$ cat src/rtl/wwc_pkg.sv
// Purpose: Shared constants and carriers for the configuration decoder
// Assumes: 16-bit configuration words in the low half of a 32-bit bus word
// Notes: Byte address of a word is four times its index
package wwc_pkg;
  // Word indices; the byte address is four times the index
  localparam logic [23:0] WWC_IDX_WD_CFG = 24'h300004;
  localparam logic [23:0] WWC_IDX_NVM_CFG = 24'h300006;
  localparam logic [31:0] WWC_ADDR_WD_CFG = {6'h00, WWC_IDX_WD_CFG, 2'b00};
  localparam logic [31:0] WWC_ADDR_NVM_CFG = {6'h00, WWC_IDX_NVM_CFG, 2'b00};
  localparam logic [31:0] WWC_ADDR_STATUS = 32'h0000_0000;

  // Watchdog word fields
  localparam int WWC_CCS_LSB = 11;
  localparam int WWC_CWS_LSB = 8;
  localparam int WWC_MODE_LSB = 5;
  localparam int WWC_CPS_LSB = 0;
  localparam logic [15:0] WWC_WD_RST = 16'h3f7f;
  localparam logic [15:0] WWC_WD_MASK = 16'h3f7f;

  // Memory protection word fields
  localparam int WWC_LOWV_BIT = 13;
  localparam int WWC_SCAN_BIT = 12;
  localparam int WWC_EEP_BIT = 10;
  localparam int WWC_BOOT_BIT = 9;
  localparam int WWC_CFGP_BIT = 8;
  localparam int WWC_BLK_LSB = 0;
  localparam logic [15:0] WWC_NVM_RST = 16'h370f;
  localparam logic [15:0] WWC_NVM_MASK = 16'h370f;

  // Status word fields
  localparam int WWC_ST_LOADED = 0;
  localparam int WWC_ST_RUN = 1;
  localparam int WWC_ST_CLK_LSB = 2;
  localparam int WWC_ST_LOWV_PROG = 4;
  localparam int WWC_ST_CFG_LOCK = 5;

  // Field codes
  localparam logic [2:0] WWC_CCS_SW = 3'h7;
  localparam logic [2:0] WWC_CCS_MF = 3'h1;
  localparam logic [2:0] WWC_CCS_LF = 3'h0;
  localparam logic [2:0] WWC_CWS_OPEN_MIN = 3'h6;
  localparam logic [2:0] WWC_CWS_EIGHTHS = 3'h7;
  localparam logic [4:0] WWC_CPS_SW = 5'h1f;
  localparam logic [4:0] WWC_CPS_POR = 5'h0b;
  localparam logic [4:0] WWC_CPS_MAX = 5'h12;
  localparam logic [4:0] WWC_DIV_BASE = 5'h05;

  localparam logic [1:0] WWC_RESP_OKAY = 2'h0;
  localparam logic [1:0] WWC_RESP_SLVERR = 2'h2;
  localparam logic [1:0] WWC_RESP_DECERR = 2'h3;

  typedef enum logic [1:0] {
    WWC_MODE_OFF = 2'h0,
    WWC_MODE_SW = 2'h1,
    WWC_MODE_AWAKE = 2'h2,
    WWC_MODE_ON = 2'h3
  } wwc_mode_e;

  typedef enum logic [1:0] {
    WWC_CLK_NONE = 2'h0,
    WWC_CLK_LF = 2'h1,
    WWC_CLK_MF = 2'h2,
    WWC_CLK_SW = 2'h3
  } wwc_wdclk_e;

  typedef enum logic [2:0] {
    WWC_S_HOLD = 3'h1,
    WWC_S_LOAD = 3'h2,
    WWC_S_RUN = 3'h4
  } wwc_state_e;

  typedef struct packed {
    logic run;
    wwc_wdclk_e clk_sel;
    logic [2:0] window_por;
    logic [2:0] closed_eighths;
    logic window_sw_ok;
    logic keyed_required;
    logic [4:0] period_por;
    logic [4:0] div_exp;
    logic period_sw_ok;
  } wwc_wd_out_s;

  typedef struct packed {
    logic reset_pin_is_reset;
    logic hv_prog_required;
    logic scanner_enabled;
    logic eeprom_wr_block;
    logic boot_wr_block;
    logic config_wr_block;
    logic [3:0] block_wr_block;
  } wwc_nvm_out_s;
endpackage : wwc_pkg

$ cat src/rtl/wwc_wd_decode.sv
// Purpose: Watchdog settings from the watchdog configuration word
// Assumes: Word is static; enable and sleep are same-clock levels
// Notes: Purely combinational; the caller registers the result
`timescale 1ns/1ps
module wwc_wd_decode (
  input wire logic [15:0] i_cfg,
  input wire logic i_sw_enable,
  input wire logic i_sleep,
  output wwc_pkg::wwc_wd_out_s o_wd
);
  import wwc_pkg::*;

  wire wwc_mode_e mode = wwc_mode_e'(i_cfg[WWC_MODE_LSB +: 2]);
  wire logic [2:0] ccs = i_cfg[WWC_CCS_LSB +: 3];
  wire logic [2:0] cws = i_cfg[WWC_CWS_LSB +: 3];
  wire logic [4:0] cps = i_cfg[WWC_CPS_LSB +: 5];
  wire logic win_open = (cws >= WWC_CWS_OPEN_MIN);
  wire logic per_sw = (cps == WWC_CPS_SW);
  wire logic [4:0] per_code = per_sw ? WWC_CPS_POR : cps;
  // Codes 10011 to 11110 all collapse to the shortest divider
  wire logic [4:0] div_exp = (per_code <= WWC_CPS_MAX) ?
    5'(per_code + WWC_DIV_BASE) : WWC_DIV_BASE;
  wire logic run =
    (mode == WWC_MODE_ON) |
    ((mode == WWC_MODE_AWAKE) & ~i_sleep) |
    ((mode == WWC_MODE_SW) & i_sw_enable);
  wire wwc_wdclk_e clk_sel =
    (mode == WWC_MODE_OFF) ? WWC_CLK_NONE :
    (ccs == WWC_CCS_SW) ? WWC_CLK_SW :
    (ccs == WWC_CCS_MF) ? WWC_CLK_MF : WWC_CLK_LF;

  assign o_wd.run = run;
  assign o_wd.clk_sel = clk_sel;
  assign o_wd.window_por = cws;
  assign o_wd.closed_eighths = win_open ? 3'h0 : 3'(WWC_CWS_EIGHTHS - cws);
  assign o_wd.window_sw_ok = win_open;
  assign o_wd.keyed_required = ~win_open;
  assign o_wd.period_por = per_code;
  assign o_wd.div_exp = div_exp;
  assign o_wd.period_sw_ok = per_sw;
endmodule : wwc_wd_decode

$ cat src/rtl/wwc_nvm_decode.sv
// Purpose: Programming and write protection settings from the memory word
// Assumes: Protection bits are active low; word is static
// Notes: Purely combinational; the caller registers the result
`timescale 1ns/1ps
module wwc_nvm_decode (
  input wire logic [15:0] i_cfg,
  input wire logic i_reset_pin_enable,
  input wire logic i_scanner_disable,
  output wwc_pkg::wwc_nvm_out_s o_nvm
);
  import wwc_pkg::*;

  wire logic lowv = i_cfg[WWC_LOWV_BIT];
  wire logic scan = i_cfg[WWC_SCAN_BIT];

  // Low-voltage mode forces the shared pin to reset duty
  assign o_nvm.reset_pin_is_reset = lowv | i_reset_pin_enable;
  assign o_nvm.hv_prog_required = ~lowv;
  assign o_nvm.scanner_enabled = scan & ~i_scanner_disable;
  assign o_nvm.eeprom_wr_block = ~i_cfg[WWC_EEP_BIT];
  assign o_nvm.boot_wr_block = ~i_cfg[WWC_BOOT_BIT];
  assign o_nvm.config_wr_block = ~i_cfg[WWC_CFGP_BIT];
  assign o_nvm.block_wr_block = ~i_cfg[WWC_BLK_LSB +: 4];
endmodule : wwc_nvm_decode

$ cat src/rtl/wwc_config_top.sv
// Purpose: Holds and decodes the watchdog and memory protection words
// Assumes: AXI4-Lite slave, one write and one read outstanding at most
// Notes: Words survive i_reset_n; only i_por_n returns them to erased state
//
// Overview of operation
// - Operating mode 00 makes the watchdog clock selector irrelevant.
// - Selector 111 gives software the clock, 001 medium osc, 000 low osc.
// - Reserved selector codes 010 to 110 fall back to the low oscillator.
// - Window 111/110 fully open, software may change; others fixed, keyed.
// - Mode 11 runs the watchdog awake and asleep, software bit ignored.
// - Mode 10 runs while awake, suspends in sleep, software bit ignored.
// - Mode 01 lets the software enable bit turn the watchdog on or off.
// - Mode 00 keeps the watchdog off whatever the software bit says.
// - Period 11111 loads runtime code 01011 and allows software changes.
// - Codes up to 10010 divide by 2^(5+code); 10011..11110 by 32; locked.
// - Writing zero to low-voltage enable is refused while so programming.
// - Low-voltage enable makes the shared pin a reset; else high voltage.
// - Scanner enable 1 gates scanner by its disable bit; 0 keeps it off.
// - Eeprom protection bit at 0 blocks data eeprom writes.
// - Boot protection bit at 0 blocks boot block writes.
// - Configuration protection bit at 0 blocks configuration word writes.
// - Each of four block protection bits at 0 blocks self-writes there.
`timescale 1ns/1ps
module wwc_config_top (
  input wire logic i_clock,
  input wire logic i_reset_n,
  input wire logic i_por_n,
  input wire logic i_lowv_programming,
  input wire logic i_wd_software_enable,
  input wire logic i_sleep,
  input wire logic i_reset_pin_enable,
  input wire logic i_scanner_disable,
  input wire logic [31:0] i_s_axi_awaddr,
  input wire logic i_s_axi_awvalid,
  output logic o_s_axi_awready,
  input wire logic [31:0] i_s_axi_wdata,
  input wire logic [3:0] i_s_axi_wstrb,
  input wire logic i_s_axi_wvalid,
  output logic o_s_axi_wready,
  output logic [1:0] o_s_axi_bresp,
  output logic o_s_axi_bvalid,
  input wire logic i_s_axi_bready,
  input wire logic [31:0] i_s_axi_araddr,
  input wire logic i_s_axi_arvalid,
  output logic o_s_axi_arready,
  output logic [31:0] o_s_axi_rdata,
  output logic [1:0] o_s_axi_rresp,
  output logic o_s_axi_rvalid,
  input wire logic i_s_axi_rready,
  output wwc_pkg::wwc_wd_out_s o_wd,
  output wwc_pkg::wwc_nvm_out_s o_nvm
);
  import wwc_pkg::*;

  localparam wwc_wd_out_s WD_SAFE = '0;
  // Safe default blocks every write until the words are known
  localparam wwc_nvm_out_s NVM_SAFE = '{1'b1, 1'b1, 1'b0, 1'b1, 1'b1,
    1'b1, 4'hf};

  // Programming-mode flag comes from the pin side
  logic lowv_meta_reg;
  logic lowv_sync_reg;
  always_ff @(posedge i_clock) begin
    lowv_meta_reg <= i_lowv_programming;
    lowv_sync_reg <= lowv_meta_reg;
  end

  // Stored words, snapshots and sequencer
  logic [15:0] wd_word_reg;
  logic [15:0] wd_word_next;
  logic [15:0] nvm_word_reg;
  logic [15:0] nvm_word_next;
  logic [15:0] wd_snap_reg;
  logic [15:0] nvm_snap_reg;
  wwc_state_e state_reg;
  wwc_state_e state_next;

  always_comb begin
    case (state_reg)
      WWC_S_HOLD: state_next = WWC_S_LOAD;
      WWC_S_LOAD: state_next = WWC_S_RUN;
      WWC_S_RUN: state_next = WWC_S_RUN;
      default: state_next = WWC_S_HOLD;
    endcase
  end

  always_ff @(posedge i_clock) begin
    if (!i_reset_n) begin
      state_reg <= WWC_S_HOLD;
    end else begin
      state_reg <= state_next;
    end
  end

  // Capture only in the load state, so later word writes wait for reset
  always_ff @(posedge i_clock) begin
    if (!i_reset_n) begin
      wd_snap_reg <= WWC_WD_RST;
      nvm_snap_reg <= WWC_NVM_RST;
    end else if (state_reg == WWC_S_LOAD) begin
      wd_snap_reg <= wd_word_reg;
      nvm_snap_reg <= nvm_word_reg;
    end
  end

  // Decoders
  wwc_wd_out_s wd_dec;
  wwc_nvm_out_s nvm_dec;

  wwc_wd_decode u_wd_decode (
    .i_cfg(wd_snap_reg),
    .i_sw_enable(i_wd_software_enable),
    .i_sleep(i_sleep),
    .o_wd(wd_dec)
  );

  wwc_nvm_decode u_nvm_decode (
    .i_cfg(nvm_snap_reg),
    .i_reset_pin_enable(i_reset_pin_enable),
    .i_scanner_disable(i_scanner_disable),
    .o_nvm(nvm_dec)
  );

  always_ff @(posedge i_clock) begin
    if (!i_reset_n) begin
      o_wd <= WD_SAFE;
      o_nvm <= NVM_SAFE;
    end else if (state_reg == WWC_S_RUN) begin
      o_wd <= wd_dec;
      o_nvm <= nvm_dec;
    end
  end

  // Write channel
  logic aw_held_reg;
  logic [31:0] aw_addr_reg;
  logic w_held_reg;
  logic [15:0] w_data_reg;
  logic [1:0] w_strb_reg;
  logic bvalid_reg;
  logic [1:0] bresp_reg;

  wire logic aw_take = i_s_axi_awvalid & o_s_axi_awready;
  wire logic w_take = i_s_axi_wvalid & o_s_axi_wready;
  wire logic do_write = aw_held_reg & w_held_reg & ~bvalid_reg;
  wire logic hit_wd_w = (aw_addr_reg == WWC_ADDR_WD_CFG);
  wire logic hit_nvm_w = (aw_addr_reg == WWC_ADDR_NVM_CFG);
  wire logic hit_st_w = (aw_addr_reg == WWC_ADDR_STATUS);
  wire logic [15:0] strb_mask = {{8{w_strb_reg[1]}}, {8{w_strb_reg[0]}}};
  wire logic [15:0] wd_merge =
    ((wd_word_reg & ~strb_mask) | (w_data_reg & strb_mask)) & WWC_WD_MASK;
  wire logic [15:0] nvm_merge =
    ((nvm_word_reg & ~strb_mask) | (w_data_reg & strb_mask)) & WWC_NVM_MASK;
  // Dropping out of low-voltage mode mid-programming would strand the link
  wire logic lowv_refuse = hit_nvm_w & lowv_sync_reg &
    ~nvm_merge[WWC_LOWV_BIT];
  wire logic cfg_locked = o_nvm.config_wr_block;
  wire logic wr_mapped = hit_wd_w | hit_nvm_w | hit_st_w;
  wire logic wr_refused = hit_st_w | cfg_locked | lowv_refuse;
  wire logic [1:0] wr_resp = !wr_mapped ? WWC_RESP_DECERR :
    wr_refused ? WWC_RESP_SLVERR : WWC_RESP_OKAY;
  wire logic wr_commit = do_write & (wr_resp == WWC_RESP_OKAY);

  assign o_s_axi_awready = ~aw_held_reg & ~bvalid_reg;
  assign o_s_axi_wready = ~w_held_reg & ~bvalid_reg;
  assign o_s_axi_bvalid = bvalid_reg;
  assign o_s_axi_bresp = bresp_reg;

  always_ff @(posedge i_clock) begin
    if (!i_reset_n) begin
      aw_held_reg <= 1'b0;
      aw_addr_reg <= 32'h0000_0000;
    end else if (aw_take) begin
      aw_held_reg <= 1'b1;
      aw_addr_reg <= i_s_axi_awaddr;
    end else if (do_write) begin
      aw_held_reg <= 1'b0;
    end
  end

  always_ff @(posedge i_clock) begin
    if (!i_reset_n) begin
      w_held_reg <= 1'b0;
      w_data_reg <= 16'h0000;
      w_strb_reg <= 2'h0;
    end else if (w_take) begin
      w_held_reg <= 1'b1;
      w_data_reg <= i_s_axi_wdata[15:0];
      w_strb_reg <= i_s_axi_wstrb[1:0];
    end else if (do_write) begin
      w_held_reg <= 1'b0;
    end
  end

  always_ff @(posedge i_clock) begin
    if (!i_reset_n) begin
      bvalid_reg <= 1'b0;
      bresp_reg <= WWC_RESP_OKAY;
    end else if (do_write) begin
      bvalid_reg <= 1'b1;
      bresp_reg <= wr_resp;
    end else if (i_s_axi_bready) begin
      bvalid_reg <= 1'b0;
    end
  end

  assign wd_word_next = (wr_commit & hit_wd_w) ? wd_merge : wd_word_reg;
  assign nvm_word_next = (wr_commit & hit_nvm_w) ? nvm_merge : nvm_word_reg;

  // Words model nonvolatile cells: cleared to erased state only at power-on
  always_ff @(posedge i_clock) begin
    if (!i_por_n) begin
      wd_word_reg <= WWC_WD_RST;
      nvm_word_reg <= WWC_NVM_RST;
    end else begin
      wd_word_reg <= wd_word_next;
      nvm_word_reg <= nvm_word_next;
    end
  end

  // Read channel
  logic rvalid_reg;
  logic [31:0] rdata_reg;
  logic [1:0] rresp_reg;

  wire logic ar_take = i_s_axi_arvalid & o_s_axi_arready;
  wire logic hit_wd_r = (i_s_axi_araddr == WWC_ADDR_WD_CFG);
  wire logic hit_nvm_r = (i_s_axi_araddr == WWC_ADDR_NVM_CFG);
  wire logic hit_st_r = (i_s_axi_araddr == WWC_ADDR_STATUS);
  wire logic [15:0] status_word = 16'(
    (32'(state_reg == WWC_S_RUN) << WWC_ST_LOADED) |
    (32'(o_wd.run) << WWC_ST_RUN) |
    (32'(o_wd.clk_sel) << WWC_ST_CLK_LSB) |
    (32'(lowv_sync_reg) << WWC_ST_LOWV_PROG) |
    (32'(cfg_locked) << WWC_ST_CFG_LOCK));
  wire logic [15:0] rd_word = hit_wd_r ? wd_word_reg :
    hit_nvm_r ? nvm_word_reg : hit_st_r ? status_word : 16'h0000;
  wire logic rd_mapped = hit_wd_r | hit_nvm_r | hit_st_r;

  assign o_s_axi_arready = ~rvalid_reg;
  assign o_s_axi_rvalid = rvalid_reg;
  assign o_s_axi_rdata = rdata_reg;
  assign o_s_axi_rresp = rresp_reg;

  always_ff @(posedge i_clock) begin
    if (!i_reset_n) begin
      rvalid_reg <= 1'b0;
      rdata_reg <= 32'h0000_0000;
      rresp_reg <= WWC_RESP_OKAY;
    end else if (ar_take) begin
      rvalid_reg <= 1'b1;
      rdata_reg <= {16'h0000, rd_word};
      rresp_reg <= rd_mapped ? WWC_RESP_OKAY : WWC_RESP_DECERR;
    end else if (i_s_axi_rready) begin
      rvalid_reg <= 1'b0;
    end
  end

  wire logic run_st = (state_reg == WWC_S_RUN);
  wire logic [1:0] s_mode = wd_snap_reg[WWC_MODE_LSB +: 2];
  wire logic [2:0] s_ccs = wd_snap_reg[WWC_CCS_LSB +: 3];
  wire logic [2:0] s_cws = wd_snap_reg[WWC_CWS_LSB +: 3];
  wire logic [4:0] s_cps = wd_snap_reg[WWC_CPS_LSB +: 5];
endmodule : wwc_config_top

$ cat config.mk
export PLATFORM = sky130hd
export DESIGN_NAME = wwc_config_top
export DESIGN_NICKNAME = d
export VERILOG_FILES = /design/src/rtl/wwc_pkg.sv /design/src/rtl/wwc_wd_decode.sv /design/src/rtl/wwc_nvm_decode.sv /design/src/rtl/wwc_config_top.sv
export SDC_FILE = /design/constraint.sdc
export NUM_CORES = 1
export LEC_CHECK = 0
export BUFFER_PORTS_ARGS = -buffer_cell sky130_fd_sc_hd__buf_4
export CORE_AREA = 2 2 132 134
export DETAILED_ROUTE_END_ITERATION = 8
export DIE_AREA = 0 0 134 136
export GPL_ROUTABILITY_DRIVEN = 1
export GPL_TIMING_DRIVEN = 0
export HOLD_SLACK_MARGIN = 0.05
export PLACE_DENSITY = 0.57
export SKIP_CTS_REPAIR_TIMING = 1
export SYNTH_ARGS = -nofsm -noshare
export SYNTH_HDL_FRONTEND = slang
export SYNTH_SLANG_ARGS = --single-unit
$ cat constraint.sdc
create_clock -name i_clock -period 4.4 [get_ports i_clock]
set_input_delay 0.88 -clock i_clock [delete_from_list [all_inputs] [get_ports i_clock]]
set_output_delay 0.88 -clock i_clock [all_outputs]
set_load 0.02 [all_outputs]
Yosys cells after proc, flatten, opt, wreduce, memory -nomap -nowiden:

Index checks and enable logic that the tools add are counted.
W data, S select, Z words.

* $add $sub $neg: 2
* order comparisons: 2
* equality and inequality tests: 13
* muxes and demuxes: 20
* bitwise gates (word level): 47
* reduce and logical (&&, ||, !) cells: 9

Operator list (number)
* $eq A32 B24 Y1 const B: 4
* $logic_not A32 Y1: 2
* $and A14 B14 Y14: 3
* $mux W14: 2
* $or A14 B14 Y14: 2
* $and A1 B1 Y1: 15
* $not A14 Y14: 1
* $mux W2: 6
* $not A1 Y1: 12
* $mux W5: 2
* $or A1 B1 Y1: 9
* $reduce_bool A2 Y1: 4
* $mux W1: 7
* $eq A3 B1 Y1 const B: 2
* $eq A3 B3 Y1 const B: 2
* $mux W6: 1
* $or A5 B6 Y6: 1
* $pmux W3 S2: 1
* $add A5 B3 Y5 const B: 1
* $eq A5 B5 Y1 const B: 1
* $le A5 B5 Y1 const B: 1
* $or A4 B5 Y5: 1
* $eq A2 B2 Y1 const B: 2
* $logic_not A2 Y1: 2
* other kinds (9): 9

* register bits: 153
* input port bits: 113
* output and inout bits: 73
* word-level logic and storage cells: 126

Logic depth before layout (Yosys ltp):

* word-level depth: 11
* depth in mapped cells: 7
* gate-level depth less buffers: 7

By module:

A second synthesis with hierarchy kept.

* cell total of the unflattened synthesis: 765
* area total of the unflattened synthesis: 6271.0 um2

Modules (own cells, without submodules)
* wwc_config_top: times used 1, cells each 705, area an instance 5893.2 um2, sequential area each 2962.8 um2
* wwc_wd_decode: times used 1, cells each 50, area an instance 335.3 um2, sequential area each 0.0 um2
* wwc_nvm_decode: times used 1, cells each 10, area an instance 42.5 um2, sequential area each 0.0 um2

Least setup slack after synthesis:

Ideal clock, no wire load.

* path kind: input to register
* start: input i_s_axi_araddr[17]
* end: register rdata_reg[0], in the netlist o_s_axi_rdata[0]
* setup time: 122 ps
* arrival: 2127 ps
* data required time: 4278 ps
* path slack: 2151 ps
* stages on the path: 5
* buffers on the path: 0
* cells stage by stage: nor4_4 nand4b_4 or4_4 nor2_1 o31ai_1

* word-level cells in the longest chain between the ends: 4
* elaborated cells between the ends (all ways): 6
* those cells by class: 2 x eq/ne; 3 x mux; 1 x reduce/logical

Ends and longest elaborated chain
* from (decl): line wwc_config_top.sv:43 `input wire logic [31:0] i_s_axi_araddr,`
* $logic_not A32 Y1: line wwc_config_top.sv:229 `wire logic hit_st_r = (i_s_axi_araddr == WWC_ADDR_STATUS);`
* $mux W6: line wwc_config_top.sv:237 `hit_nvm_r ? nvm_word_reg : hit_st_r ? status_word : 16'h0000;`
* $mux W14: line wwc_config_top.sv:237
* $mux W14 (*): line wwc_config_top.sv:236 `wire logic [15:0] rd_word = hit_wd_r ? wd_word_reg :`
* to (signal assigned): line wwc_config_top.sv:252 `rdata_reg <= {16'h0000, rd_word};`
* to (decl): line wwc_config_top.sv:223 `logic [31:0] rdata_reg;`

Mark *: on every way between the ends. The rest lies on a longest branch, timed or not.
A chain may end at the register's enable or synchronous reset.

Worst setup path in the final report:

* start: input i_s_axi_araddr[26]
* end: register rdata_reg[2], in the netlist o_s_axi_rdata[2]

The elaborated chain is that of the path after synthesis.

==> results.json <==
{
  "ant_nets": 0,
  "drcViolationCount": 0,
  "nets": 1005,
  "synth_edf_count": 0,
  "fin_area_mm2": 0.00814,
  "synth_largest_area_cell": "dfxtp_1",
  "drt_iter0_drc": 190,
  "finalSetupViolations": 0,
  "syn_avg_cell_area_um2": 8.68,
  "grt_use_total_pct": 19.0,
  "fin_tns_setup_ns": 0,
  "synth_ff_type": "dfxtp_1",
  "num_rows": 48,
  "timing.rr.start": "o_s_axi_bvalid",
  "yosysSeqAreaShare_pct": 48.1,
  "fillers": 1691,
  "ir_worst_vdd_v": 0.000326,
  "die-width_um": 134,
  "grt_first_pass_wirelength_um": 26600,
  "async_flop_share_pct": 0,
  "fin_hold_ws_ns": 0.327,
  "critPathMaxFanout": 10,
  "clk_latency_ns": 0.42,
  "relSlewSlack_pct": 51.8,
  "io_buffers": 143,
  "rsz0062_at_grt": "no",
  "synth_top_cells_by_count": "nand2_1 (189), dfxtp_1 (148), a21boi_0 (59)",
  "fin_crit_sh_pct": 50.1,
  "numCtsBuffers": 17,
  "ys_ff_latch": 148,
  "p_leak_nw": 3.48,
  "endpoint_kind": "register",
  "holdCritStartpoint": "lowv_meta_reg",
  "drive_gt1_share_pct": 23.4,
  "ctsRootBufferMaster": "clkbuf_16",
  "start_util_pct": 36.5,
  "die_h_um": 136,
  "final_hold_viol_count": 0,
  "drtPass1Iterations": 4,
  "synth_top_area_share_pct": 48.1,
  "io_pins": 186,
  "gp_congestion": 0.819,
  "n_antenna_cell": 0,
  "p_per_area_mw_per_mm2": 404,
  "hold_end": "lowv_sync_reg",
  "totalWireLength_um": 16500,
  "grt_pass1_vias": 5130,
  "synthToLayoutAreaGrowth_pct": 32.2,
  "slowest_stage": "nor4_4",
  "clockBufferDepth": 2,
  "hpwl_um": 12600,
  "path_clk_slew_ns": 0.06,
  "wl_per_cell_um": 14.6,
  "fmax_mhz": 454,
  "min_path_type": "reg2reg",
  "worst_path_largest_cell_delay_ns": 0.64,
  "crit_type": "in2reg",
  "crit_chain": "buf_4, nor4_2, nand3_2, nor4_4, a22oi_1, o31ai_1",
  "synthDistinctLibCells": 49,
  "worst_r2r_path_depth": 6,
  "worst_pin_slew_ns": 0.722,
  "synthTopCellsByArea": "dfxtp_1 (48%), nand2_1 (12%), a21boi_0 (7.2%)",
  "grt-ovfl-total": 0,
  "power.total_mw": 3.28,
  "core_area_mm2": 0.0169,
  "reg2reg_setup_slack_ns": 2.44,
  "required_ns": 4.73,
  "cts_tree": "yes",
  "placed_area_mm2": 0.00758,
  "clock_skew_ns": 0.00503,
  "slew_viol_final": 0,
  "vias": 5298,
  "synth.cell_area_mm2": 0.00615,
  "fin_crit_ns": 2.20,
  "viasPerCell": 4.70,
  "antenna_found_initial": 0,
  "cts.sinks": 148,
  "die-area_mm2": 0.0182,
  "status": "completed",
  "yosysMostFrequentCell": "nand2_1",
  "max-cap-violations": 0,
  "whs_path_depth": 0,
  "cp-start-kind": "input pin",
  "htree_levels": 4,
  "arrival_ns": 2.54,
  "ys_warn_count": 0,
  "netlist_instances": 709,
  "grt_max_degree": 17
}
## per-layer routing
metal  vias up  track usage, %  wire, um
met2       145            30.9      7730
met3        17            5.22       929
li1       2746               -         -
met4         0            6.62       262
met1      2390            24.2      7560
met5         -               0         0
## critical path: cells and delay by family
family / cells / cell delay (ns)
compound gates: 2 / 0.37
simple gates: 3 / 1.17
buf+inv: 1 / 0.11
## how the worst max path moves through the flow
stage,start,to,slack (ns),cells after the start
floorplan,i_s_axi_araddr[17],o_s_axi_rdata[0],2.15,5
global route,i_s_axi_araddr[26],o_s_axi_rdata[2],1.98,6
global placement,i_s_axi_araddr[26],o_s_axi_rdata[2],1.74,6
CTS,i_s_axi_araddr[26],o_s_axi_rdata[2],2.19,6
finish,i_s_axi_araddr[26],o_s_axi_rdata[2],2.20,6
detailed placement,i_s_axi_araddr[26],o_s_axi_rdata[0],1.75,6
## per-stage QoR
stage | util, % | cells | setup WS (ns)
floorplan | - | 727 | 2.15
global placement | 44.9 | 1095 | 1.74
detailed placement | 44.9 | 1095 | 1.75
CTS | 48.2 | 1127 | 2.19
global route | 48.2 | 1127 | 1.98
finish | 48.2 | 1127 | 2.20
## cell usage in the layout, fill, tap and decap left out, types with 3 or more instances in the layout
cell type   synthesis  final
nand3_1            38     38
mux2i_1            22     22
a21oi_1            18     18
conb_1              1     19
a211oi_1            3      3
clkinvlp_4          0      3
nor2b_1            21     21
a221oi_1            3      3
nor4_4              5      5
dfxtp_1           148    148
o211ai_1           10     10
nor2_1             18     18
buf_4              21    164
a21boi_0           59     59
nand4_1             3      3
nor4_1              8      8
inv_1               6      6
ha_1                3      3
nor3b_1             5      5
nand2b_1            8      8
o211a_1             3      3
nor3_1              6      6
and2_1              7      7
o21ai_0            20     20
clkbuf_16           0     17
o31ai_1             7      7
clkbuf_8            0      3
clkinv_2            0      3
a31oi_1             3      3
nand2_1           189    189
a22oi_1             4      4
clkbuf_1           42     46
## cells by family after synthesis
logic type / share of synthesized area [%]
xor gates and xnor gates: 0.427
buffers and inverters: 5.83
DFF: 48.1
AOI/OAI and AO/OA: 15.1
muxes: 3.58
adders and majority gates: 0.610
and+or+nand+nor: 26.2
other: 0.0609
## power breakdown
part	internal [mW]	switching, mW	leakage [nW]
logic	0.193	0.243	2.01
clock network	0.820	0.548	0.266
registers	1.42	0.0606	1.21
## layout make-up
cell class	instances	area, um^2	area share (%)
flip-flops and latches	148	2960	36.4
multi-input cells	507	2900	35.7
repair buffers	143	1070	13.2
clock buffers	24	482	5.92
plain buffers	66	337	4.14
well taps	225	282	3.46
clock inverters	8	76.3	0.938
inverters	6	22.5	0.277
(Power assumes the default switching activity.)
